**config.mk**
```make
export PLATFORM = sky130hd
export DESIGN_NAME = epd_top
export DESIGN_NICKNAME = d
export VERILOG_FILES = /design/src/include/epd_pkg.sv /design/src/rtl/epd_top.sv /design/src/rtl/epd_sync.sv /design/src/rtl/epd_gear.sv
export SDC_FILE = /design/constraint.sdc
export NUM_CORES = 1
export LEC_CHECK = 0
export ABC_AREA = 1
export BUFFER_PORTS_ARGS = -buffer_cell sky130_fd_sc_hd__buf_4
export CAP_MARGIN = 15
export CORE_UTILIZATION = 40
export DETAILED_ROUTE_END_ITERATION = 12
export SETUP_SLACK_MARGIN = 0.4
export SYNTH_ARGS = -nofsm -noshare
export SYNTH_HDL_FRONTEND = slang
export SYNTH_SLANG_ARGS = --single-unit
```
**constraint.sdc**
```tcl
create_clock -name clk_i -period 4.7 [get_ports clk_i]
set_clock_uncertainty 0.2 [all_clocks]
set_input_delay 0.705 -clock clk_i [delete_from_list [all_inputs] [get_ports clk_i]]
set_output_delay 0.705 -clock clk_i [all_outputs]
set_load 0.01 [all_outputs]
```
**src/include/epd_pkg.sv**
```systemverilog
// Constants shared by the encoder pulse divider and electronic gear design
package epd_pkg;
    // Register byte offsets on the Wishbone slave
    localparam logic [7:0] EPD_OFS_CTRL = 8'h00;
    localparam logic [7:0] EPD_OFS_DIV = 8'h04;
    localparam logic [7:0] EPD_OFS_NUM = 8'h08;
    localparam logic [7:0] EPD_OFS_DEN = 8'h0c;
    localparam logic [7:0] EPD_OFS_ENC_POS = 8'h10;
    localparam logic [7:0] EPD_OFS_CMD_POS = 8'h14;
    // Field positions in the control and status word
    localparam int EPD_BIT_TYPE_ACT = 0;
    localparam int EPD_BIT_REJECT = 1;
    localparam int EPD_BIT_TYPE_SET = 2;
    // Encoder types and resolutions
    localparam logic EPD_TYPE_INC = 1'b0;
    localparam logic EPD_TYPE_ABS = 1'b1;
    localparam logic [11:0] EPD_PPR_INC = 12'h800;
    localparam logic [11:0] EPD_PPR_ABS = 12'h400;
    // Dividing setting limits and reset values
    localparam logic [11:0] EPD_DIV_MIN = 12'h010;
    localparam logic [11:0] EPD_DIV_DEF = 12'h800;
    localparam logic [15:0] EPD_GEAR_DEF = 16'h0001;
    // Cycles after reset release before the type straps are trusted
    localparam logic [1:0] EPD_STARTUP_WAIT = 2'h3;
endpackage

```
**src/rtl/epd_top.sv**
```systemverilog
// Encoder pulse divider with electronic gear and Wishbone register slave
//
// Our own choices: the Wishbone interface to the registers and the address map.
`timescale 1ns/1ns
// Overview of operation
// - Divided A, B, C outputs as complementary pairs
// - A/B pulses per revolution equal dividing setting
// - Incremental type accepts settings 16 to 2048
// - Absolute type accepts settings 16 to 1024
// - Type bit defaults 0 incremental, 1 absolute
// - Type takes effect only at start-up
// - Divider ignores gear numerator and denominator
// - Serial output pair and sensor request input
// - Reference pulses scaled by electronic gear
// - One reference pulse moves one reference unit
// - Four position counts per encoder pulse
// - Gear numerator/denominator 1..65535, default 1
module epd_top (
    input wire logic clk_i,
    input wire logic rst_i,
    // Wishbone classic slave
    input wire logic wb_cyc_i,
    input wire logic wb_stb_i,
    input wire logic wb_we_i,
    input wire logic [7:0] wb_adr_i,
    input wire logic [3:0] wb_sel_i,
    input wire logic [31:0] wb_dat_i,
    output logic [31:0] wb_dat_o,
    output logic wb_ack_o,
    // Motor encoder and stored type selection
    input wire logic enc_a_i,
    input wire logic enc_b_i,
    input wire logic enc_z_i,
    input wire logic enc_serial_i,
    input wire logic enc_type_sel_i,
    // Reference pulse train, pulse plus sign
    input wire logic ref_pulse_i,
    input wire logic ref_sign_i,
    input wire logic sensor_request_in_i,
    input wire logic sensor_request_in_n_i,
    output logic div_phase_a_out_o,
    output logic div_phase_a_out_n_o,
    output logic div_phase_b_out_o,
    output logic div_phase_b_out_n_o,
    output logic div_index_out_o,
    output logic div_index_out_n_o,
    output logic abs_serial_out_o,
    output logic abs_serial_out_n_o
);
    import epd_pkg::*;

    // Gray order 00,01,11,10 maps to quadrature state 0..3
    function automatic logic [1:0] quad_state(input logic a, input logic b);
        return {a, a ^ b};
    endfunction

    logic [8:0] pin_s;
    epd_sync #(.W(9)) u_sync (
        .clk_i(clk_i),
        .rst_i(rst_i),
        .d_i({enc_a_i, enc_b_i, enc_z_i, enc_serial_i, enc_type_sel_i,
              ref_pulse_i, ref_sign_i, sensor_request_in_i, sensor_request_in_n_i}),
        .q_o(pin_s)
    );
    logic enc_a_s, enc_b_s, enc_z_s, enc_ser_s, type_s, ref_p_s, ref_d_s;
    logic sen_p_s, sen_n_s, sen_s;
    assign {enc_a_s, enc_b_s, enc_z_s, enc_ser_s, type_s,
            ref_p_s, ref_d_s, sen_p_s, sen_n_s} = pin_s;
    // Pair decoded only after both legs are synchronised
    assign sen_s = sen_p_s & ~sen_n_s;

    // ---------------- Start-up type capture ----------------
    logic [1:0] boot_cnt_r, boot_cnt_nxt;
    logic type_act_r, type_act_nxt;
    logic [11:0] ppr;
    logic boot_done;
    always_comb begin
        boot_cnt_nxt = boot_cnt_r;
        type_act_nxt = type_act_r;
        if (boot_cnt_r != EPD_STARTUP_WAIT) begin
            boot_cnt_nxt = boot_cnt_r + 2'h1;
            type_act_nxt = type_s;
        end
    end
    assign ppr = (type_act_r == EPD_TYPE_ABS) ? EPD_PPR_ABS : EPD_PPR_INC;
    assign boot_done = (boot_cnt_r == EPD_STARTUP_WAIT);

    // ---------------- Wishbone registers ----------------
    logic ack_r, ack_nxt;
    logic [31:0] rdat_r, rdat_nxt;
    logic [11:0] div_r, div_nxt;
    logic [15:0] num_r, num_nxt, den_r, den_nxt;
    logic reject_r, reject_nxt;
    logic [31:0] enc_pos_r, enc_pos_nxt, cmd_pos_r, cmd_pos_nxt;
    logic wr_en;
    logic div_ok;
    logic [31:0] wdat;

    assign wr_en = wb_cyc_i & wb_stb_i & wb_we_i & ~ack_r;
    always_comb begin
        for (int i = 0; i < 4; i++) begin
            wdat[i*8 +: 8] = wb_sel_i[i] ? wb_dat_i[i*8 +: 8] : 8'h00;
        end
    end
    // Whole setting must be in range; a rejected write leaves the old value
    assign div_ok = (wdat[31:12] == 20'h0) && (wdat[11:0] >= EPD_DIV_MIN)
                    && (wdat[11:0] <= ppr);

    always_comb begin
        ack_nxt = wb_cyc_i & wb_stb_i & ~ack_r;
        rdat_nxt = 32'h0;
        div_nxt = div_r;
        num_nxt = num_r;
        den_nxt = den_r;
        reject_nxt = reject_r;
        if (wr_en) begin
            case (wb_adr_i)
                EPD_OFS_CTRL: begin
                    if (wb_sel_i[0] && wb_dat_i[EPD_BIT_REJECT]) begin
                        reject_nxt = 1'b0;
                    end
                end
                EPD_OFS_DIV: begin
                    if (div_ok) begin
                        div_nxt = wdat[11:0];
                    end else begin
                        reject_nxt = 1'b1;
                    end
                end
                EPD_OFS_NUM: begin
                    if (wdat[15:0] != 16'h0) begin
                        num_nxt = wdat[15:0];
                    end else begin
                        reject_nxt = 1'b1;
                    end
                end
                EPD_OFS_DEN: begin
                    if (wdat[15:0] != 16'h0) begin
                        den_nxt = wdat[15:0];
                    end else begin
                        reject_nxt = 1'b1;
                    end
                end
                default: begin
                end
            endcase
        end
        if (wb_cyc_i && wb_stb_i && !ack_r && !wb_we_i) begin
            case (wb_adr_i)
                EPD_OFS_CTRL: begin
                    rdat_nxt[EPD_BIT_TYPE_ACT] = type_act_r;
                    rdat_nxt[EPD_BIT_REJECT] = reject_r;
                    rdat_nxt[EPD_BIT_TYPE_SET] = type_s;
                end
                EPD_OFS_DIV: rdat_nxt = {20'h0, div_r};
                EPD_OFS_NUM: rdat_nxt = {16'h0, num_r};
                EPD_OFS_DEN: rdat_nxt = {16'h0, den_r};
                EPD_OFS_ENC_POS: rdat_nxt = enc_pos_r;
                EPD_OFS_CMD_POS: rdat_nxt = cmd_pos_r;
                default: rdat_nxt = 32'h0;
            endcase
        end
    end
    assign wb_ack_o = ack_r;
    assign wb_dat_o = rdat_r;

    // ---------------- Encoder decode and divider ----------------
    logic [1:0] enc_q_prev_r, enc_q_prev_nxt, enc_q, enc_delta;
    logic enc_fwd, enc_rev;
    logic signed [13:0] dacc_r, dacc_nxt, dsum;
    logic [1:0] out_q_r, out_q_nxt;
    logic idx_r, idx_nxt;
    logic ser_r, ser_nxt;

    assign enc_q = quad_state(enc_a_s, enc_b_s);
    assign enc_delta = enc_q - enc_q_prev_r;
    // Synchronisers filling after reset look like motion; ignore them
    assign enc_fwd = (enc_delta == 2'h1) && boot_done;
    assign enc_rev = (enc_delta == 2'h3) && boot_done;

    // Each forward edge adds the setting, each reverse edge subtracts it; every ppr worth steps the output
    // state once, so 4*ppr edges give 4*setting steps, i.e. setting pulses
    always_comb begin
        enc_q_prev_nxt = enc_q;
        enc_pos_nxt = enc_pos_r;
        dacc_nxt = dacc_r;
        out_q_nxt = out_q_r;
        dsum = dacc_r;
        if (enc_fwd) begin
            enc_pos_nxt = enc_pos_r + 32'h1;
            dsum = dacc_r + $signed({2'b00, div_r});
            if (dsum >= $signed({2'b00, ppr})) begin
                dsum = dsum - $signed({2'b00, ppr});
                out_q_nxt = out_q_r + 2'h1;
            end
        end else if (enc_rev) begin
            enc_pos_nxt = enc_pos_r - 32'h1;
            dsum = dacc_r - $signed({2'b00, div_r});
            if (dsum < 14'sh0) begin
                dsum = dsum + $signed({2'b00, ppr});
                out_q_nxt = out_q_r - 2'h1;
            end
        end
        dacc_nxt = dsum;
        idx_nxt = enc_z_s;
        ser_nxt = (type_act_r == EPD_TYPE_ABS) && sen_s && enc_ser_s;
    end

    // Phase A taken from a state flop, phase B from the XOR of both state flops; each complement from the same term
    assign div_phase_a_out_o = out_q_r[1];
    assign div_phase_a_out_n_o = ~out_q_r[1];
    assign div_phase_b_out_o = out_q_r[1] ^ out_q_r[0];
    assign div_phase_b_out_n_o = ~(out_q_r[1] ^ out_q_r[0]);
    assign div_index_out_o = idx_r;
    assign div_index_out_n_o = ~idx_r;
    assign abs_serial_out_o = ser_r;
    assign abs_serial_out_n_o = ~ser_r;

    // ---------------- Reference pulses through the gear ----------------
    logic ref_p_d_r, ref_p_d_nxt;
    logic ref_edge;
    logic g_step, g_dir;
    assign ref_edge = ref_p_s & ~ref_p_d_r;

    epd_gear u_gear (
        .clk_i(clk_i),
        .rst_i(rst_i),
        .ref_pulse_i(ref_edge),
        .ref_dir_i(ref_d_s),
        .num_i(num_r),
        .den_i(den_r),
        .step_o(g_step),
        .dir_o(g_dir)
    );

    always_comb begin
        ref_p_d_nxt = ref_p_s;
        cmd_pos_nxt = cmd_pos_r;
        if (g_step) begin
            cmd_pos_nxt = g_dir ? cmd_pos_r - 32'h1 : cmd_pos_r + 32'h1;
        end
    end

    always_ff @(posedge clk_i) begin
        if (rst_i) begin
            boot_cnt_r <= 2'h0;
            type_act_r <= EPD_TYPE_INC;
            ack_r <= 1'b0;
            rdat_r <= 32'h0;
            div_r <= EPD_DIV_DEF;
            num_r <= EPD_GEAR_DEF;
            den_r <= EPD_GEAR_DEF;
            reject_r <= 1'b0;
            enc_pos_r <= 32'h0;
            cmd_pos_r <= 32'h0;
            enc_q_prev_r <= 2'h0;
            dacc_r <= 14'sh0;
            out_q_r <= 2'h0;
            idx_r <= 1'b0;
            ser_r <= 1'b0;
            ref_p_d_r <= 1'b0;
        end else begin
            boot_cnt_r <= boot_cnt_nxt;
            type_act_r <= type_act_nxt;
            ack_r <= ack_nxt;
            rdat_r <= rdat_nxt;
            div_r <= div_nxt;
            num_r <= num_nxt;
            den_r <= den_nxt;
            reject_r <= reject_nxt;
            enc_pos_r <= enc_pos_nxt;
            cmd_pos_r <= cmd_pos_nxt;
            enc_q_prev_r <= enc_q_prev_nxt;
            dacc_r <= dacc_nxt;
            out_q_r <= out_q_nxt;
            idx_r <= idx_nxt;
            ser_r <= ser_nxt;
            ref_p_d_r <= ref_p_d_nxt;
        end
    end

    // ---------------- Assertions ----------------
    a_div_in_range: assert property (@(posedge clk_i) disable iff (rst_i)
        (div_r >= EPD_DIV_MIN) && (div_r <= EPD_PPR_INC))
        else $error("dividing setting out of range");
    a_abs_div_reject: assert property (@(posedge clk_i) disable iff (rst_i)
        (wr_en && wb_adr_i == EPD_OFS_DIV && type_act_r && wdat > {20'h0, EPD_PPR_ABS})
        |=> reject_r && $stable(div_r))
        else $error("absolute type accepted setting above 1024");
    a_type_frozen: assert property (@(posedge clk_i) disable iff (rst_i)
        (boot_cnt_r == EPD_STARTUP_WAIT) |=> $stable(type_act_r))
        else $error("encoder type changed while running");
    a_type_default: assert property (@(posedge clk_i)
        $fell(rst_i) |-> (type_act_r == EPD_TYPE_INC))
        else $error("encoder type not zero after reset");
    a_out_step_one: assert property (@(posedge clk_i) disable iff (rst_i)
        (out_q_r != $past(out_q_r)) |->
        ((out_q_r - $past(out_q_r)) == 2'h1 || (out_q_r - $past(out_q_r)) == 2'h3))
        else $error("divided output skipped a quadrature state");
    a_out_needs_edge: assert property (@(posedge clk_i) disable iff (rst_i)
        !(enc_fwd || enc_rev) |=> $stable(out_q_r))
        else $error("divided output moved without encoder edge");
    a_full_div_follow: assert property (@(posedge clk_i) disable iff (rst_i)
        (enc_fwd && div_r == ppr && !$past(enc_fwd) && !$past(enc_rev))
        |=> (out_q_r == $past(out_q_r) + 2'h1))
        else $error("full dividing setting did not follow encoder");
    a_enc_count: assert property (@(posedge clk_i) disable iff (rst_i)
        enc_fwd |=> (enc_pos_r == $past(enc_pos_r) + 32'h1))
        else $error("position count missed an encoder edge");
    a_gear_unity: assert property (@(posedge clk_i) disable iff (rst_i)
        (ref_edge && num_r == 16'h1 && den_r == 16'h1 && !g_step) |-> ##2 g_step)
        else $error("unity gear did not yield one count");
    a_gear_nonzero: assert property (@(posedge clk_i) disable iff (rst_i)
        (num_r != 16'h0) && (den_r != 16'h0))
        else $error("gear setting reached zero");
    a_complement: assert property (@(posedge clk_i) disable iff (rst_i)
        (div_phase_a_out_o != div_phase_a_out_n_o) && (div_index_out_o != div_index_out_n_o))
        else $error("output pair not complementary");
    a_serial_gate: assert property (@(posedge clk_i) disable iff (rst_i)
        !sen_s |=> !abs_serial_out_o)
        else $error("serial output without sensor request");
    a_wb_ack_pulse: assert property (@(posedge clk_i) disable iff (rst_i)
        wb_ack_o |=> !wb_ack_o)
        else $error("ack held longer than one cycle");
endmodule // epd_top

```
**src/rtl/epd_sync.sv**
```systemverilog
// Two-flip-flop synchroniser for a group of pin inputs
`timescale 1ns/1ns
module epd_sync #(
    parameter int W = 1
) (
    input wire logic clk_i,
    input wire logic rst_i,
    input wire logic [W-1:0] d_i,
    output logic [W-1:0] q_o
);
    import epd_pkg::*;

    logic [W-1:0] meta_r;
    logic [W-1:0] meta_nxt;
    logic [W-1:0] q_r;
    logic [W-1:0] q_nxt;

    always_comb begin
        meta_nxt = d_i;
        q_nxt = meta_r;
    end

    always_ff @(posedge clk_i) begin
        if (rst_i) begin
            meta_r <= '0;
            q_r <= '0;
        end else begin
            meta_r <= meta_nxt;
            q_r <= q_nxt;
        end
    end

    assign q_o = q_r;
endmodule // epd_sync

```
**src/rtl/epd_gear.sv**
```systemverilog
// Electronic gear: turns each reference pulse into num/den position counts
`timescale 1ns/1ns
module epd_gear (
    input wire logic clk_i,
    input wire logic rst_i,
    input wire logic ref_pulse_i,
    input wire logic ref_dir_i,
    input wire logic [15:0] num_i,
    input wire logic [15:0] den_i,
    output logic step_o,
    output logic dir_o
);
    import epd_pkg::*;

    logic [17:0] acc_r;
    logic [17:0] acc_nxt;
    logic dir_r;
    logic dir_nxt;
    logic step_r;
    logic step_nxt;

    // One count leaves per cycle while the remainder holds a whole one;
    // a ratio of at most 100 keeps this well ahead of the pulse rate
    always_comb begin
        acc_nxt = acc_r;
        dir_nxt = dir_r;
        step_nxt = 1'b0;
        if (acc_r >= {2'b00, den_i}) begin
            acc_nxt = acc_r - {2'b00, den_i};
            step_nxt = 1'b1;
        end
        if (ref_pulse_i) begin
            acc_nxt = acc_nxt + {2'b00, num_i};
            dir_nxt = ref_dir_i;
        end
    end

    always_ff @(posedge clk_i) begin
        if (rst_i) begin
            acc_r <= '0;
            dir_r <= 1'b0;
            step_r <= 1'b0;
        end else begin
            acc_r <= acc_nxt;
            dir_r <= dir_nxt;
            step_r <= step_nxt;
        end
    end

    assign step_o = step_r;
    assign dir_o = dir_r;
endmodule // epd_gear

```
Yosys cells after proc, flatten, opt, wreduce, memory -nomap -nowiden
Cells that the tools add are included.
{"block": "word_totals", "output_inout_bits": 41, "wordCells": 119, "input_bits": 58, "register_bits": 204}
{"block": "classes", "bitwise": 16, "order_cmp": 5, "n_mux": 25, "eq_ne": 13, "add_sub_neg": 14, "reduce_logical": 25}
{"cell": "29-bit case mux with 5 select lines", "n": 1}
{"cell": "32-bit two-way mux", "n": 3}
{"cell": "32-bit by 1-bit adder with 32-bit output, second input constant", "n": 2}
{"cell": "32-bit by 1-bit subtractor with 32-bit output, second input constant", "n": 2}
{"cell": "14-bit two-way mux", "n": 4}
{"cell": "18-bit two-way mux", "n": 2}
{"cell": "8-bit two-way mux", "n": 4}
{"cell": "14-bit by 13-bit adder with 14-bit output", "n": 2}
{"cell": "14-bit by 13-bit subtractor with 14-bit output", "n": 2}
{"cell": "20-bit logical NOT", "n": 1}
{"cell": "18-bit by 16-bit adder with 18-bit output", "n": 1}
{"cell": "18-bit by 16-bit >= comparator with 1-bit output", "n": 1}
{"cell": "3-bit case mux with 6 select lines", "n": 1}
{"cell": "18-bit by 16-bit subtractor with 18-bit output", "n": 1}
{"cell": "8-bit by 4-bit == test with 1-bit output, second input constant", "n": 2}
{"cell": "8-bit by 5-bit == test with 1-bit output, second input constant", "n": 2}
{"cell": "16-bit nonzero test", "n": 1}
{"cell": "14-bit by 13-bit >= comparator with 1-bit output", "n": 1}
{"cell": "14-bit by 1-bit less-than comparator with 1-bit output, second input constant", "n": 1}
{"cell": "12-bit by 5-bit >= comparator with 1-bit output, second input constant", "n": 1}
{"cell": "12-bit less-or-equal comparator", "n": 1}
{"cell": "12-bit two-way mux", "n": 1}
{"cell": "3-bit AND reduction", "n": 4}
{"cell": "1-bit logical AND", "n": 10}
{"cell": "other kinds (20)", "n": 47}

Depth between registers and ports, before layout
Gate-level depths: netlist (run 1).
{"block": "logic_depth", "ltp_word": 6, "depth_mapped": 32, "depth_no_buf": 31}

Cells and area by module
Synthesis (run 1) repeated with hierarchy kept, for this count alone.
{"block": "unflattened", "hier_cells": 2382, "area_unflattened_um2": 15782.6}
{"module": "epd_top", "cells_each": 1825, "area_each_um2": 12203.0, "n_inst": 1, "seq_area_each_um2": 3323.2}
{"module": "epd_gear", "cells_each": 501, "area_each_um2": 3057.9, "n_inst": 1, "seq_area_each_um2": 400.4}
{"module": "epd_sync", "cells_each": 56, "area_each_um2": 521.8, "n_inst": 1, "seq_area_each_um2": 360.3}

Worst setup path before layout (run 1)
Ideal clock, no wire load.
{"block": "synth_path", "path_type": "reg-to-reg", "from": "register u_gear.acc_r[0]", "to": "register u_gear.acc_r[16]", "setup_time_ns": 0.113, "t_arrival_ns": 3.455, "synth_period_minus_slack_ns": 3.767, "slack_ns": 0.933, "path_buffers": 1, "required_ns": 4.387, "stages_incl_launch_ff": 32, "path_cell_list": "dfxtp_1 inv_1 ha_1 inv_1 fa_1 nand3_1 nand2_2 a21oi_4 o21bai_2 nand2_1 nand2_2 nand2_2 nand2_4 inv_4 buf_6 nand2_1 o21ai_2 ha_1 inv_1 fa_1 o21ai_1 nand3_1 nand3_1 nand2_1 nand2_1 nand2_1 nand2_1 nand2_1 a21oi_1 nand2_1 nand2_1 nor2_1"}
{"block": "synth_via", "elab_chain_cells": 4, "word_cells_on_any_way": 5, "cone_classes": "2 x add/sub; 1 x order compare; 2 x mux"}
{"element": "start, declared", "line": "epd_gear.sv:15", "source": "logic [17:0] acc_r;"}
{"element": "start signal, assigned", "line": "epd_gear.sv:44", "source": "acc_r <= acc_nxt;"}
{"element": "18-bit by 16-bit subtractor with 18-bit output or 18-bit by 16-bit >= comparator with 1-bit output (tied branches)", "line": "epd_gear.sv:29, epd_gear.sv:28"}
{"element": "18-bit two-way mux *", "line": "epd_gear.sv:28", "source": "if (acc_r >= {2'b00, den_i}) begin"}
{"element": "18-bit by 16-bit adder with 18-bit output", "line": "epd_gear.sv:33", "source": "acc_nxt = acc_nxt + {2'b00, num_i};"}
{"element": "18-bit two-way mux *", "line": "epd_gear.sv:32", "source": "if (ref_pulse_i) begin"}
Every way passes the cells marked *; elsewhere a longest branch is shown, timed or not.
A chain may end at the register's enable or synchronous reset.

Worst setup path in the final report (run 1)
{"block": "layout_path", "from": "register den_r[0]", "to": "register u_gear.acc_r[10]"}
{"block": "layout_via", "elab_chain_cells": 4, "word_cells_on_any_way": 5, "cone_classes": "2 x add/sub; 1 x order compare; 2 x mux"}
{"element": "start, declared", "line": "epd_top.sv:92", "source": "logic [15:0] num_r, num_nxt, den_r, den_nxt;"}
{"element": "start signal, assigned", "line": "epd_top.sv:269", "source": "den_r <= den_nxt;"}
{"element": "18-bit by 16-bit subtractor with 18-bit output or 18-bit by 16-bit >= comparator with 1-bit output (tied branches)", "line": "epd_gear.sv:29, epd_gear.sv:28"}
{"element": "18-bit two-way mux *", "line": "epd_gear.sv:28"}
{"element": "18-bit by 16-bit adder with 18-bit output", "line": "epd_gear.sv:33"}
{"element": "18-bit two-way mux *", "line": "epd_gear.sv:32"}
Marked as above.

==> results of run 1 <==
## routing by layer
metal	up-vias	track usage [%]	share of wire, %
met5	-	0	0
met4	0	7.757	3.3
met3	77	2.677	4.6
met2	354	39.15	45
met1	6704	32.12	47
li1	7526	-	-
## Yosys cell counts, drive strengths merged, types with 18 or more instances
master / number / area share (%)
xnor2: 21 / 1.2
nand4: 18 / 0.76
nor2: 262 / 6.7
nand3: 85 / 2.9
o21ai: 195 / 6.9
dfxtp: 204 / 27
ha: 124 / 10
clkbuf: 37 / 0.93
o21bai: 27 / 1.4
a21oi: 229 / 7.8
nand2: 444 / 11
xor2: 60 / 3.5
inv: 353 / 8.9
buf: 26 / 1.1
## power by group
group          internal [mW]  leakage, nW  switching [mW]  total, mW
Clock                   1.20        0.423           0.798       2.00
Combinational           1.41         6.57            2.40       3.81
Sequential              1.94         1.66           0.158       2.10
## registers in the layout, indices dropped and copies added (netlist names), 2 cells and up
signal         cells
u_sync.q_o         9
wb_dat_o          32
den_r             16
enc_q_prev_r       2
out_q_r            2
cmd_pos_r         32
div_r             12
u_sync.meta_r      9
dacc_r            14
boot_cnt_r         2
num_r             16
u_gear.acc_r      18
enc_pos_r         32
## per-stage QoR
stage	area [sq um]	cells
global placement	16080	2769
CTS	16940	2815
finish	17040	2816
floorplan	14910	2249
detailed placement	16080	2769
global route	17040	2816
## how the worst max path moves through the flow
stage	cells past startpoint	startpoint	endpoint	slack [ps]
after CTS	30	den_r[0]	u_gear.acc_r[16]	440
after global placement	29	den_r[0]	u_gear.acc_r[16]	420
final	25	den_r[0]	u_gear.acc_r[10]	670
after detailed placement	29	den_r[0]	u_gear.acc_r[16]	400
after global routing	30	u_gear.acc_r[0]	u_gear.acc_r[16]	410
after floorplan	31	u_gear.acc_r[0]	u_gear.acc_r[16]	930
## cells by family (layout without fill, tap and decap cells)
| group | count (synthesis) | count (layout) |
|---|---|---|
| AOI/OAI and AO/OA | 559 | 559 |
| and+or+nand+nor | 856 | 856 |
| buffers and inverters | 417 | 516 |
| xor gates and xnor gates | 81 | 81 |
| DFF | 204 | 204 |
| adders and majority gates | 132 | 132 |
## layout make-up
class	instances	area, sq um	share of cell area, %
tap	468	585.6	3.436
multi-input combinational	1628	9310	54.63
timing repair buffer	116	878.3	5.154
clock inverter	14	155.1	0.9104
inverter	354	1336	7.841
sequential	204	4085	23.97
clock buffer	32	691.9	4.060
## timing repair
| action | 4_1_cts | 5_1_grt |
|---|---|---|
| cloned | 0 | 0 |
| endpoints found under the setup margin | 1 | 12 |
| endpoints found under the hold margin | 0 | 0 |
| setup buffers | 0 | 1 |
| gates resized for setup | 2 | 24 |
| pin swaps | 0 | 2 |
## cell usage in the layout (no fill, tap or decap), drive strengths merged, types with 7 or more instances in the layout
| cell type | instances |
|---|---|
| nand4 | 18 |
| nand3b | 9 |
| nand3 | 85 |
| o21ai | 195 |
| nor4 | 11 |
| o22ai | 11 |
| clkinv | 10 |
| fa | 8 |
| buf | 116 |
| xnor2 | 21 |
| or2 | 7 |
| a21boi | 11 |
| nand2 | 444 |
| nor2 | 262 |
| a21oi | 229 |
| a211oi | 11 |
| inv | 354 |
| o21bai | 27 |
| xor2 | 60 |
| ha | 124 |
| clkbuf | 32 |
| nor3 | 16 |
| o211ai | 13 |
| a221oi | 17 |
| a21o | 17 |
| dfxtp | 204 |
| a31oi | 10 |
## critical path, stage by stage, from the launching register on
cell and delay (ps):
dfxtp_2 350, ha_1 140, inv_1 80, fa_2 360, nand3_1 90, nand2_2 90, a21oi_4 170, o21bai_2 90
nand2_1 80, nand2_2 80, nand2_2 110, nand2_8 110, inv_8 120, nand2_1 60, o21ai_2 70, ha_2 200
inv_1 50, fa_2 370, o21ai_4 180, a31oi_1 140, o21ai_1 240, a21oi_1 140, or2_0 210, nand3_1 90
o211ai_2 80, inv_1 50
==> flow_metrics.py, run 1 <==
metrics = {
    "run": {
        "maxCapViolCount": 0,
    },
    "sta": {
        "setup_tns_ps": 0,
        "hold_slack_ps": 184.4,
        "setup_viol": 0,
        "slew_violations": 0,
        "period_minus_slack_ps": 4030,
        "slew_headroom_pct": 23.35,
        "fmax_mhz": 248.1,
        "tightest_slew_ps": 1150,
        "post-route-period-util_pct": 85.74,
        "layout_setup_ws_ps": 670.1,
        "rsz0062_at_grt": "false",
        "finalHoldViolCount": 0,
    },
    "worst_setup_path": {
        "startpoint_type": "flip-flop",
        "worst-path-max-fanout": 14,
        "path_class": "reg2reg",
        "required_ps": 4980,
        "arrival_ps": 4310,
        "r2r-start": "den_r[0]",
        "reg2reg_slack_ps": 670,
        "crit-reg2reg-capture": "u_gear.acc_r[10]",
        "end_kind": "flip-flop",
        "rr_worst_depth": 25,
    },
    "logic_synthesis": {
        "synth_compound_area_share_pct": 21.70,
        "syn-num-nets": 2439,
        "synth_seq_area_share_pct": 27.38,
        "synth_area_per_cell_sq_um": 6.631,
        "yosys.area_share.simple_pct": 23.76,
        "synth-main-ff-cell": "dfxtp_1",
        "synthAdderAreaFrac_pct": 11.48,
        "synth.distinct_cells": 58,
        "ys_seq_elements": 204,
        "synth_edf_count": 0,
        "synthXorXnorAreaFrac_pct": 4.757,
        "synth_top_family_by_area": "simple AND/OR/NAND/NOR gates",
        "muxShareOfSynthArea_pct": 0,
        "synth_warnings": 0,
        "syn_inst": 2249,
        "synth_async_sr_flop_share_pct": 0,
        "mappedNetlistArea_sq_mm": 0.01491,
    },
    "die": {
        "core_area_sq_mm": 0.03661,
        "chipWidth_um": 195.1,
        "ios": 99,
        "dieArea_sq_mm": 0.03806,
        "die_y_um": 195.1,
        "num_rows": 70,
        "start_util_pct": 40.73,
    },
    "finish": {
        "utilization_pct": 46.55,
        "syn_to_final_growth_pct": 14.28,
        "fill_cells": 3814,
        "drive_above_1_share_pct": 9.753,
        "nNetsFinal": 2519,
        "antenna_cells": 0,
    },
    "status": {
        "status": "completed",
    },
    "routing": {
        "first_pass_iters": 5,
        "wire_per_inst_um": 16.19,
        "drt_wl_total_um": 45600,
        "drt_iter0_markers": 1086,
        "vias": 14660,
        "drc_errors": 0,
        "postRouteAntennaNets": 0,
        "viasPerCell": 5.206,
    },
    "min_path": {
        "hold_end": "u_sync.meta_r[6]",
        "hp-start": "enc_z_i",
        "hold-path-cell-count": 3,
        "hold_path.class": "in2reg",
    },
    "place": {
        "pre_cts_slack_ps": 397.6,
        "place_congestion": 0.9548,
        "io_buffer_count": 98,
        "place.detailed.hpwl_um": 35390,
    },
    "cts": {
        "clk_latency_ps": 540,
        "htree_num_levels": 1,
        "clock-sinks": 204,
        "cts_buffers": 25,
        "cts_buffer_depth": 3,
        "cts_tree": "done",
        "path_clk_slew_ps": 60,
        "cts_root_buffer": "clkbuf_16",
        "cts_hold_buf": 0,
    },
    "power": {
        "peakVddDrop_mv": 0.3083,
        "power.total_mw": 7.906,
        "p_per_area_mw_per_mm2": 463.9,
        "power.leakage_nw": 8.649,
    },
    "grt": {
        "grt_pass1_vias": 13780,
        "grt_overflow": 0,
        "grt_pass1_wl_um": 72960,
        "track_usage_pct": 23.72,
        "antenna_found_initial": 1,
        "grt_max_degree": 93,
    },
}
(Power assumes the default switching activity.)
==> inputs of run 2 (changes only) <==
Settings changed: ABC_AREA 1 to default.
==> run 2 against run 1 <==
Compared with the run above:
- global-route usage shrank 1.3 points
- sequential cell count is the same
- via count shrank 9.1%
- critical path type unchanged
- synthesized area shrank 6.1%
==> flow_metrics.py, run 2 <==
metrics = {
    "sta": {
        "tightest_slew_ps": 1127,
        "slew_headroom_pct": 24.72,
        "finalHoldViolCount": 0,
        "rsz0062_at_grt": "true",
        "post-route-period-util_pct": 91.58,
        "setup_viol": 0,
        "setup_tns_ps": 0,
        "fmax_mhz": 232.3,
        "period_minus_slack_ps": 4304,
        "slew_violations": 0,
        "layout_setup_ws_ps": 395.7,
    },
    "die": {
        "core_area_sq_mm": 0.03446,
        "ios": 99,
        "dieArea_sq_mm": 0.03576,
        "start_util_pct": 40.64,
        "die_y_um": 189.1,
        "chipWidth_um": 189.1,
        "num_rows": 68,
    },
    "place": {
        "place_congestion": 0.8807,
        "io_buffer_count": 98,
        "place.detailed.hpwl_um": 29880,
        "pre_cts_slack_ps": -49.25,
        "place_inst": 2310,
    },
    "status": {
        "status": "completed",
    },
    "routing": {
        "postRouteAntennaNets": 0,
        "vias": 13330,
        "drt_wl_total_um": 41630,
        "wire_per_inst_um": 17.40,
        "drc_errors": 0,
        "viasPerCell": 5.569,
        "first_pass_iters": 5,
        "drt_iter0_markers": 891,
    },
    "grt": {
        "grtUsageMet2_pct": 37.37,
        "grt_overflow": 0,
        "grt_max_degree": 78,
        "top_usage_layer": "met2",
        "antenna_found_initial": 1,
        "grt_pass1_wl_um": 65240,
        "track_usage_pct": 22.43,
        "grt_use_met1_pct": 29.94,
        "use_met3_pct": 3.392,
        "grt_pass1_vias": 12480,
    },
    "logic_synthesis": {
        "synth-main-ff-cell": "dfxtp_1",
        "synthAdderAreaFrac_pct": 12.22,
        "synth_warnings": 0,
        "synthTopCellsByArea": "dfxtp_1, ha_1, a21oi_1, nor2_1, nand2_1",
        "ys_seq_elements": 204,
        "syn_inst": 1783,
        "synth_seq_area_share_pct": 29.17,
        "yosys.area_share.simple_pct": 20.64,
        "muxShareOfSynthArea_pct": 4.343,
        "mappedNetlistArea_sq_mm": 0.01400,
        "synth_top_family_by_area": "compound AO/OA/AOI/OAI gates",
        "synth_edf_count": 0,
        "synth.top_cell.area_share_pct": 29.17,
        "synth_async_sr_flop_share_pct": 0,
        "synthXorXnorAreaFrac_pct": 5.871,
        "yosys.area.top_type": "dfxtp_1",
        "synth_area_per_cell_sq_um": 7.853,
        "synth_most_common_cell": "nor2_1",
        "synth_compound_area_share_pct": 23.44,
        "synth.distinct_cells": 82,
        "syn-num-nets": 1973,
        "synthTopCellsByCount": "nor2_1, dfxtp_1, a21oi_1",
    },
    "finish": {
        "multi_input_area_sq_mm": 0.009998,
        "antenna_cells": 0,
        "utilization_pct": 50.17,
        "seqCellArea_sq_mm": 0.004099,
        "syn_to_final_growth_pct": 23.47,
        "finalNonFillerCells": 2393,
        "final_common_cell": "nor2_1",
        "drive_above_1_share_pct": 19.71,
        "mostFrequentLayoutCells": "nor2_1, dfxtp_1, a21oi_1, buf_4, nand2_1",
        "nNetsFinal": 2109,
        "fill_cells": 3319,
    },
    "cts": {
        "htree_num_levels": 1,
        "cts_buffers": 25,
        "cts_root_buffer": "clkbuf_16",
        "cts_tree": "done",
        "clock-sinks": 204,
        "clk_latency_ps": 540,
        "path_clk_slew_ps": 60,
        "cts_buffer_depth": 3,
    },
    "min_path": {
        "hp-start": "ref_sign_i",
        "hold_path.class": "in2reg",
        "hold_end": "u_sync.meta_r[2]",
        "hold-path-cell-count": 2,
    },
    "worst_setup_path": {
        "r2r-start": "u_gear.acc_r[0]",
        "startpoint_type": "flip-flop",
        "end_kind": "flip-flop",
        "rr_worst_depth": 21,
        "worst-path-max-fanout": 5,
        "crit-reg2reg-capture": "u_gear.acc_r[13]",
        "path_class": "reg2reg",
        "required_ps": 4930,
        "arrival_ps": 4530,
        "reg2reg_slack_ps": 400,
    },
    "power": {
        "power.total_mw": 7.749,
        "peakVddDrop_mv": 0.2501,
        "power.leakage_nw": 7.011,
        "p_per_area_mw_per_mm2": 448.3,
    },
    "run": {
        "maxCapViolCount": 0,
    },
}
run 2: what timing repair did:
action	4_1_cts	5_1_grt
setup buffers	13	24
endpoints found under the setup margin	18	23
gates resized for setup	60	79
pin swaps	30	52
hold buffers	0	0
run 2: layout make-up:
class | instances | share of cell area [%]
Multi-Input combinational cell | 1421 | 57.83
Sequential cell | 204 | 23.71
Timing Repair Buffer | 191 | 8.685
Clock buffer | 31 | 3.923
Tap cell | 455 | 3.293
Inverter | 76 | 1.672
Clock inverter | 15 | 0.8830
run 2: cell families (layout without fill, tap and decap cells):
| kind of cell | count (synthesis) | count (layout) |
|---|---|---|
| XOR/XNOR | 93 | 93 |
| adder cells (fa/ha/maj) | 132 | 132 |
| AND/OR/NAND/NOR | 630 | 630 |
| buffers and inverters | 158 | 313 |
| multiplexers | 58 | 58 |
| AO/OA/AOI/OAI | 508 | 508 |
| flip-flops | 204 | 204 |
run 2: how the worst max path moves through the flow:
| stage | startpoint | slack, ps | cells after the start | endpoint |
|---|---|---|---|---|
| 3_3_place_gp | u_gear.acc_r[0] | -3 | 22 | u_gear.acc_r[16] |
| 5_1_grt | u_gear.acc_r[0] | 140 | 25 | u_gear.acc_r[14] |
| 4_1_cts | div_r[1] | 400 | 18 | dacc_r[10] |
| 6_report | u_gear.acc_r[0] | 400 | 21 | u_gear.acc_r[13] |
| 3_5_place_dp | u_gear.acc_r[0] | -50 | 22 | u_gear.acc_r[16] |
| 2_1_floorplan | u_sync.q_o[8] | 170 | 15 | enc_pos_r[31] |
run 2: critical path: stages (launching register included):
cell and delay, ps:
dfxtp_2 320, inv_2 70, ha_4 130, inv_2 30, fa_2 340, a211oi_2 220, o211ai_1 170, nand2_1 170
o31ai_4 70, a21oi_2 160, buf_6 140, mux2_4 330, ha_4 230, a211oi_2 200, nor2_2 80, a2111oi_4 280
a21oi_2 130, o41ai_4 390, buf_4 170, xor2_1 140, nand2_1 70, o211a_1 170
run 2: per-stage QoR:
step	hold WS, ps	cell area [sq um]
floorplan	172.5	14110
global placement	183.6	15540
detailed placement	184.6	15540
CTS	167.6	16720
global route	168.6	17290
finish	188.6	17290
run 2: per-layer routing:
layer | wire length, um | part of all wire, %
met5 | 10 | 0.024
met4 | 992 | 2.4
met3 | 2074 | 5.0
met2 | 19120 | 46
met1 | 19430 | 47
run 2: power by group:
| part | internal [mW] | switching (mW) |
|---|---|---|
| Combinational | 1.87 | 1.96 |
| Sequential | 1.84 | 0.113 |
| Clock | 1.14 | 0.815 |
